[src/hdl/sod_pkg.sv]
// Shared constants and carrier types for the safe output slave diagnostics
package sod_pkg;

    // Register map (byte addresses)
    localparam logic [11:0] SOD_CTRL_ADDR   = 12'h000;
    localparam logic [11:0] SOD_STATUS_ADDR = 12'h004;

    // Control register fields
    localparam int SOD_CTRL_STD_OUT_LSB = 0;
    localparam int SOD_CTRL_FSW_OUT_BIT = 2;
    localparam int SOD_CTRL_FSW_PARAM   = 3;
    localparam logic [1:0] SOD_STD_OUT_RESET   = 2'h0;
    localparam logic       SOD_FSW_OUT_RESET   = 1'h0;
    localparam logic       SOD_FSW_PARAM_RESET = 1'h1;

    // Status register fields
    localparam int SOD_STAT_INPUT_LSB = 0;
    localparam int SOD_STAT_FOURTH    = 3;
    localparam int SOD_STAT_PERR      = 4;
    localparam int SOD_STAT_PENDING   = 5;
    localparam int SOD_STAT_NEED_RST  = 6;
    localparam int SOD_STAT_SAFE_OUT  = 7;
    localparam int SOD_STAT_AUX_OK    = 8;

    // Timing
    localparam longint SOD_CLK_HZ       = 125_000_000;
    localparam longint SOD_LONG_FAULT_MS = 140;
    localparam longint SOD_LONG_FAULT_CYCLES =
        (SOD_LONG_FAULT_MS * SOD_CLK_HZ) / 1000;
    localparam longint SOD_SLOW_FLASH_MS = 500;
    localparam longint SOD_SLOW_FLASH_CYCLES =
        (SOD_SLOW_FLASH_MS * SOD_CLK_HZ) / 1000;
    localparam longint SOD_FAST_FLASH_MS = 100;
    localparam longint SOD_FAST_FLASH_CYCLES =
        (SOD_FAST_FLASH_MS * SOD_CLK_HZ) / 1000;

    typedef struct packed {
        logic        psel;
        logic        penable;
        logic        pwrite;
        logic [11:0] paddr;
        logic [31:0] pwdata;
    } sod_apb_req_type;

    typedef struct packed {
        logic [31:0] prdata;
        logic        pready;
        logic        pslverr;
    } sod_apb_rsp_type;

    typedef struct packed {
        logic       aux;
        logic [2:0] in_lamp;
        logic [1:0] out_lamp;
        logic       fault;
        logic       enable;
        logic       safe;
    } sod_lamp_type;

endpackage : sod_pkg

[src/hdl/sod_diag.sv]
// Status lamps, safe output and bus diagnostics of the safe output slave
//
// The register addresses and the APB slave port were chosen for this implementation.
`timescale 1ns/1ns
module sod_diag
    import sod_pkg::*;
#(
    parameter int LONG_CYCLES = 32'(SOD_LONG_FAULT_CYCLES),
    parameter int SLOW_HALF   = 32'(SOD_SLOW_FLASH_CYCLES),
    parameter int FAST_HALF   = 32'(SOD_FAST_FLASH_CYCLES)
) (
    // Clock, reset and enable
    input  wire logic            clk_in,
    input  wire logic            rst_n_in,
    input  wire logic            ce_in,
    // APB slave
    input  wire sod_apb_req_type apb_in,
    output sod_apb_rsp_type      apb_out,
    // Device conditions
    input  wire logic            aux_ok_in,
    input  wire logic [2:0]      std_input_in,
    input  wire logic            enable_valid_in,
    input  wire logic            comm_fault_in,
    input  wire logic            help_reset_in,
    input  wire logic            help_restart_in,
    input  wire logic            addr_run_in,
    input  wire logic            device_error_in,
    input  wire logic            out_overload_in,
    input  wire logic            sensor_overload_in,
    // Outputs
    output sod_lamp_type         lamp_out,
    output logic                 safe_output_out,
    output logic [1:0]           std_output_out,
    output logic [3:0]           slave_input_data_out,
    output logic                 periph_error_out
);

    typedef struct packed {
        logic [1:0]      std_out_bits;
        logic            functional_switch_output_bit;
        logic            functional_switch_param;
        sod_apb_rsp_type rsp;
        sod_lamp_type    lamp;
        logic            safe_out;
        logic [1:0]      std_out;
        logic [3:0]      in_data;
        logic            perr;
    } sod_state_type;

    sod_state_type state;
    sod_state_type next_state;

    logic pending;
    logic need_reset;
    logic slow;
    logic fast;

    sod_fault_track #(
        .LONG_CYCLES     (LONG_CYCLES)
    ) u_track (
        .clk_in          (clk_in),
        .rst_n_in        (rst_n_in),
        .ce_in           (ce_in),
        .comm_fault_in   (comm_fault_in),
        .help_reset_in   (help_reset_in),
        .help_restart_in (help_restart_in),
        .pending_out     (pending),
        .need_reset_out  (need_reset)
    );

    sod_flash #(
        .SLOW_HALF (SLOW_HALF),
        .FAST_HALF (FAST_HALF)
    ) u_flash (
        .clk_in    (clk_in),
        .rst_n_in  (rst_n_in),
        .ce_in     (ce_in),
        .slow_out  (slow),
        .fast_out  (fast)
    );

    logic        normal;
    logic        safe_on;
    logic        setup;
    logic        access;
    logic [31:0] status_word;

    always_comb begin
        normal  = addr_run_in && !device_error_in && !pending;
        safe_on = normal && enable_valid_in &&
                  (state.functional_switch_param ||
                   state.functional_switch_output_bit);
        setup   = apb_in.psel && !apb_in.penable;
        access  = apb_in.psel && apb_in.penable && state.rsp.pready;
        status_word = 32'h0;
        status_word[SOD_STAT_INPUT_LSB +: 3] = state.in_data[2:0];
        status_word[SOD_STAT_FOURTH]   = state.in_data[3];
        status_word[SOD_STAT_PERR]     = state.perr;
        status_word[SOD_STAT_PENDING]  = pending;
        status_word[SOD_STAT_NEED_RST] = need_reset;
        status_word[SOD_STAT_SAFE_OUT] = state.safe_out;
        status_word[SOD_STAT_AUX_OK]   = state.lamp.aux;
    end

    always_comb begin
        next_state = state;
        // Bus slave: answer in the first access cycle
        next_state.rsp.pready  = setup;
        next_state.rsp.pslverr = 1'b0;
        next_state.rsp.prdata  = 32'h0;
        if (setup) begin
            unique case (apb_in.paddr)
                SOD_CTRL_ADDR: begin
                    next_state.rsp.prdata[SOD_CTRL_STD_OUT_LSB +: 2] =
                        state.std_out_bits;
                    next_state.rsp.prdata[SOD_CTRL_FSW_OUT_BIT] =
                        state.functional_switch_output_bit;
                    next_state.rsp.prdata[SOD_CTRL_FSW_PARAM] =
                        state.functional_switch_param;
                end
                SOD_STATUS_ADDR: begin
                    next_state.rsp.prdata = status_word;
                end
                default: begin
                    next_state.rsp.pslverr = 1'b1;
                end
            endcase
        end else begin
            next_state.rsp.pslverr = 1'b0;
        end
        if (!setup && state.rsp.pready) begin
            next_state.rsp.prdata  = state.rsp.prdata;
            next_state.rsp.pslverr = state.rsp.pslverr;
        end
        if (access && apb_in.pwrite && apb_in.paddr == SOD_CTRL_ADDR) begin
            next_state.std_out_bits =
                apb_in.pwdata[SOD_CTRL_STD_OUT_LSB +: 2];
            next_state.functional_switch_output_bit =
                apb_in.pwdata[SOD_CTRL_FSW_OUT_BIT];
            next_state.functional_switch_param =
                apb_in.pwdata[SOD_CTRL_FSW_PARAM];
        end

        // Standard I/O and its lamps
        next_state.lamp.aux      = aux_ok_in;
        next_state.lamp.in_lamp  = std_input_in;
        next_state.std_out       = out_overload_in ? 2'h0 :
                                   state.std_out_bits;
        next_state.lamp.out_lamp = next_state.std_out;

        // Safe output and its lamps
        next_state.safe_out = safe_on;
        if (device_error_in) begin
            next_state.lamp.fault  = fast;
            next_state.lamp.enable = fast;
            next_state.lamp.safe   = fast;
        end else if (!addr_run_in) begin
            next_state.lamp.fault  = slow;
            next_state.lamp.enable = slow;
            next_state.lamp.safe   = slow;
        end else if (pending) begin
            next_state.lamp.fault  = 1'b1;
            next_state.lamp.enable = 1'b0;
            next_state.lamp.safe   = 1'b0;
        end else begin
            next_state.lamp.fault  = 1'b0;
            next_state.lamp.enable = enable_valid_in;
            next_state.lamp.safe   = safe_on;
        end

        // Bus diagnostics
        next_state.perr = out_overload_in || sensor_overload_in;
        next_state.in_data[2:0] = sensor_overload_in ? 3'h0 :
                                  std_input_in;
        next_state.in_data[3] = pending || device_error_in;
    end

    always_ff @(posedge clk_in) begin
        if (!rst_n_in) begin
            state <= '0;
            state.std_out_bits <= SOD_STD_OUT_RESET;
            state.functional_switch_output_bit <= SOD_FSW_OUT_RESET;
            state.functional_switch_param <= SOD_FSW_PARAM_RESET;
        end else if (ce_in) begin
            state <= next_state;
        end
    end

    assign apb_out              = state.rsp;
    assign lamp_out             = state.lamp;
    assign safe_output_out      = state.safe_out;
    assign std_output_out       = state.std_out;
    assign slave_input_data_out = state.in_data;
    assign periph_error_out     = state.perr;
endmodule : sod_diag

[src/hdl/sod_fault_track.sv]
// Communication fault latch, duration classing and acknowledgment
`timescale 1ns/1ns
module sod_fault_track
    import sod_pkg::*;
#(
    parameter int LONG_CYCLES = 32'(SOD_LONG_FAULT_CYCLES)
) (
    // Clock and control
    input  wire logic clk_in,
    input  wire logic rst_n_in,
    input  wire logic ce_in,
    // Fault and help signals
    input  wire logic comm_fault_in,
    input  wire logic help_reset_in,
    input  wire logic help_restart_in,
    // Status
    output logic      pending_out,
    output logic      need_reset_out
);

    typedef struct packed {
        logic [31:0] cnt;
        logic        pending;
        logic        long_fault;
    } sod_track_state_type;

    sod_track_state_type state;
    sod_track_state_type next_state;

    always_comb begin
        next_state = state;
        if (comm_fault_in) begin
            // A fault beats any help signal in the same cycle
            next_state.pending = 1'b1;
            if (state.cnt != 32'hFFFFFFFF) begin
                next_state.cnt = state.cnt + 32'h1;
            end
            if (state.cnt >= 32'(LONG_CYCLES)) begin
                next_state.long_fault = 1'b1;
            end
        end else if (state.pending) begin
            if ((state.long_fault && help_reset_in) ||
                (!state.long_fault && help_restart_in)) begin
                next_state = '0;
            end
        end
    end

    always_ff @(posedge clk_in) begin
        if (!rst_n_in) begin
            state <= '0;
        end else if (ce_in) begin
            state <= next_state;
        end
    end

    assign pending_out    = state.pending;
    assign need_reset_out = state.long_fault;

endmodule : sod_fault_track

[src/hdl/sod_flash.sv]
// Slow and rapid flash clocks for the safe status lamps
`timescale 1ns/1ns
module sod_flash
    import sod_pkg::*;
#(
    parameter int SLOW_HALF = 32'(SOD_SLOW_FLASH_CYCLES),
    parameter int FAST_HALF = 32'(SOD_FAST_FLASH_CYCLES)
) (
    // Clock and control
    input  wire logic clk_in,
    input  wire logic rst_n_in,
    input  wire logic ce_in,
    // Flash phases
    output logic      slow_out,
    output logic      fast_out
);

    typedef struct packed {
        logic [31:0] slow_cnt;
        logic [31:0] fast_cnt;
        logic        slow;
        logic        fast;
    } sod_flash_state_type;

    sod_flash_state_type state;
    sod_flash_state_type next_state;

    always_comb begin
        next_state = state;
        if (state.slow_cnt >= 32'(SLOW_HALF - 1)) begin
            next_state.slow_cnt = 32'h0;
            next_state.slow     = ~state.slow;
        end else begin
            next_state.slow_cnt = state.slow_cnt + 32'h1;
        end
        if (state.fast_cnt >= 32'(FAST_HALF - 1)) begin
            next_state.fast_cnt = 32'h0;
            next_state.fast     = ~state.fast;
        end else begin
            next_state.fast_cnt = state.fast_cnt + 32'h1;
        end
    end

    always_ff @(posedge clk_in) begin
        if (!rst_n_in) begin
            state <= '0;
        end else if (ce_in) begin
            state <= next_state;
        end
    end

    assign slow_out = state.slow;
    assign fast_out = state.fast;

endmodule : sod_flash

[config.mk]
export PLATFORM = sky130hd
export DESIGN_NAME = sod_diag
export DESIGN_NICKNAME = d
export VERILOG_FILES = /design/src/hdl/sod_pkg.sv /design/src/hdl/sod_diag.sv /design/src/hdl/sod_fault_track.sv /design/src/hdl/sod_flash.sv
export SDC_FILE = /design/constraint.sdc
export NUM_CORES = 1
export LEC_CHECK = 0
export BUFFER_PORTS_ARGS = -buffer_cell sky130_fd_sc_hd__buf_2
export CAP_MARGIN = 20
export CORE_MARGIN = 10
export CORE_UTILIZATION = 55
export DETAILED_ROUTE_END_ITERATION = 12
export HOLD_SLACK_MARGIN = 0.1
export PLACE_DENSITY = 0.79
export SLEW_MARGIN = 10
export SYNTH_ARGS = -nofsm -noshare
export SYNTH_HDL_FRONTEND = slang
export SYNTH_SLANG_ARGS = --single-unit
[constraint.sdc]
create_clock -name clk_in -period 3.3 [get_ports clk_in]
set_input_delay 0.165 -clock clk_in [delete_from_list [all_inputs] [get_ports clk_in]]
set_output_delay 0.165 -clock clk_in [all_outputs]
set_load 0.01 [all_outputs]
==> key figures <==
Min path
  • Worst hold path class: in2reg

Global route
  • Vias in the first global route: approximately 5400
  • Antenna violations before repair: 0
  • Total Routing Usage GR: 19.0%
  • Pin count of the biggest net entering global routing: 29
  • Total grt overflow: 0
  • First-pass GRT wire length: about 26000 um

Placement
  • Hpwl dp: around 11000 um
  • Placement Cell Area: 0.00648 mm^2
  • IO buf count: 61
  • Placed instance count: 908
  • Placer Congestion: between 0.8 and 0.9
  • Pre-CTS setup slack: 0.927 ns

Worst setup path
  • Endpoint class of the critical path: flop
  • Req. time, crit path: about 3.6 ns
  • Crit-path max cell delay: 0.46 ns
  • Crit path cell chain: or3_1 > or4_1 > or2_1 > o211ai_2 > buf_4 > nor2_1
  • Crit-path slowest cell: or4_1
  • Crit path launch type: flop
  • Crit path DAT: 2.71 ns
  • Critical Path Fanout Max: 22
  • Critical path class: reg2reg

Clock tree
  • CTS tree: yes
  • CTS H-tree depth: 4
  • Clk_lat worst skew: 0.42 ns
  • PostCTS Resize Cnt: 0
  • Clk slew on worst S/H paths: 0.06 ns
  • Clk root buf: clkbuf_16
  • CTS Buf Count: 17
  • Sink Count: 130
  • CTS Buffer Depth: 2

Final layout
  • Synth-to-layout area growth: 13.5%
  • Layout cell share with drive strength beyond 1: 14.5%
  • Nets: 862
  • Fin area: between 0.007 and 0.008 mm^2
  • # fillers: about 930
  • Area of the multi-input gates: 0.00331 mm^2
  • Register area: 0.00260 mm^2
  • Final Core Density: ~64%
  • Most frequent cells in the layout: dfxtp_1, nor2_1, nand2_1
  • Antenna Cells: 0
  • Commonest non-fill, non-tap cell in the layout: dfxtp_1
  • Final cell count without fillers: 952

Logic synthesis
  • Synth async-reset ratio: 0%
  • Syn Area/Cell: 8.46 um^2
  • Area leader, netlist: dfxtp_1
  • Syn Std Cell Area: 0.00639 mm^2
  • Top post-synthesis cells by area: dfxtp_1, nor2_1, buf_4
  • Number of flops mapped to enable cells by yosys: 0
  • Share of the synthesized area in the top cell type: approximately two fifths
  • Seq/Total Area, Yosys: 40.7%
  • Yosys cell types: 66
  • Ys flop type: dfxtp_1
  • #FFs+latches synth: 130
  • Mapped Cells: 756
  • Synth warn: 0

STA
  • Upper clock frequency limit: 0.416 GHz
  • Fin Clk Skew: 0.00502 ns
  • Slew Limit Fails: 0
  • Slew @ Worst Pin: 0.827 ns
  • Setup TNS: 0 ns
  • Period utilization: 72.9%
  • Unrepaired setup endpoints after global routing: false
  • Endpoints failing setup: 0
  • Final hold violations: 0
  • Slew margin rel.: ~45%
  • Slack of the critical path: 0.894 ns
  • Fin crit period: 2.41 ns

Routing
  • Remaining antenna violation count: 0
  • DR WL/cell: around 17 um
  • DRT iter0 DRCs: 466
  • DRT Wirelength: 15800 um
  • DRC viols: 0
  • TritonRoute pass-1 iters: 5
  • Vias: 5634
  • Vias/cell: 5.92

Floorplan
  • Io pins: around 110
  • Die area: 0.0163 mm^2
  • Row count: 39
  • Die width: 128 um
  • Initial core utilization: between 50 and 60%
  • Core area: roughly 0.011 mm^2
  • Die Height: between 100 and 150 um

Job
  • Max-cap violations: 0

Power
  • Power per cell area: ~530 mW/mm^2
  • VDD IR max: 0.000369 V
  • P_leak: 2.79 nW

Run status
  • Outcome: finished, final reports clean
## cells by family (layout without fill, tap and decap cells)
group | count (synthesis) | count (layout) | share of synthesized area (%)
simple gates | 340 | 340 | 27.6
flops | 130 | 130 | 40.7
compound gates | 124 | 124 | 12.8
buf+inv | 92 | 123 | 8.94
xor+xnor | 52 | 52 | 7.12
mux | 13 | 13 | 2.03
fa+ha+maj | 4 | 4 | 0.783
other cells | 1 | 23 | 0.0586
## path summary, 6_finish.rpt
kind / start / to / slack, ns / depth (start not counted)
min: sensor_overload_in / slave_input_data_out[0] / 0.12 / 4
min reg2reg: apb_out[3] / apb_out[3] / 0.45 / 2
max: u_flash.state[51] / u_flash.state[45] / 0.89 / 6
max reg2reg: u_flash.state[51] / u_flash.state[45] / 0.89 / 6
## registers in the layout (all words and copies together) (netlist names)
register,flops
std_output_out,2
u_flash.state,64
lamp_out,7
apb_out,11
state,4
slave_input_data_out,4
u_track.state,32
u_flash.fast_out,1
periph_error_out,1
u_flash.slow_out,1
safe_output_out,1
u_track.pending_out,1
u_track.need_reset_out,1
## cell type report
cell class	count	share of cell area, %
clock inverters	12	2.81
well taps	143	2.46
flip-flops and latches	130	35.8
repair buffers	78	6.38
clock buffers	20	6.29
inverters	13	0.672
multi-input cells	556	45.5
## power by group
group	internal (W)	switching [W]	leakage [nW]
logic	0.0000580	0.000106	1.43
registers	0.00159	0.0000158	1.05
clock network	0.00138	0.000704	0.313
total	0.00303	0.000826	2.79
## worst max-delay path: cells and delay by family (launching register included)
family / cells / cell delay (ns)
flip-flops: 1 / 0.34
buffers and inverters: 1 / 0.35
AND/OR/NAND/NOR: 4 / 1.16
AO/OA/AOI/OAI: 1 / 0.42
## metal layers
layer  track usage [%]  wire (um)
met5                 0          0
met4              10.1        379
met3              5.13        884
met2              32.4       8190
met1              21.1       6330
## stage by stage
stage,hold slack (ns),total power (W)
after CTS,0.107,0.00387
after global routing,0.134,0.00396
final,0.116,0.00385
after floorplan,0.290,0.00176
after global placement,0.385,0.00178
after detailed placement,0.406,0.00179
## cell usage after synthesis (all sizes together) (2+ instances only)
library cell / instances
o311ai: 3
dfxtp: 130
o21a: 2
nand3: 35
clkinv: 2
nand2: 65
xnor2: 20
or3: 4
and2: 4
clkbuf: 18
nor3b: 2
o21ai: 15
ha: 4
or2: 4
o211ai: 3
nor3: 9
a211o: 2
or4: 19
and4: 8
mux2i: 13
nand4: 31
a31oi: 12
a31o: 2
xor2: 32
a32oi: 4
buf: 61
a21oi: 43
a22oi: 6
nor2: 115
a211oi: 3
nand4b: 3
nor4: 18
a41o: 2
inv: 11
o2111ai: 2
and3: 14
a2111oi: 2
nand2b: 5
o31ai: 15
## what timing repair did
item	4_1_cts	5_1_grt
setup buffers	0	0
endpoints found under the hold margin	12	0
hold buffers	12	0
Note: power is estimated with default switching activity, not from simulation.
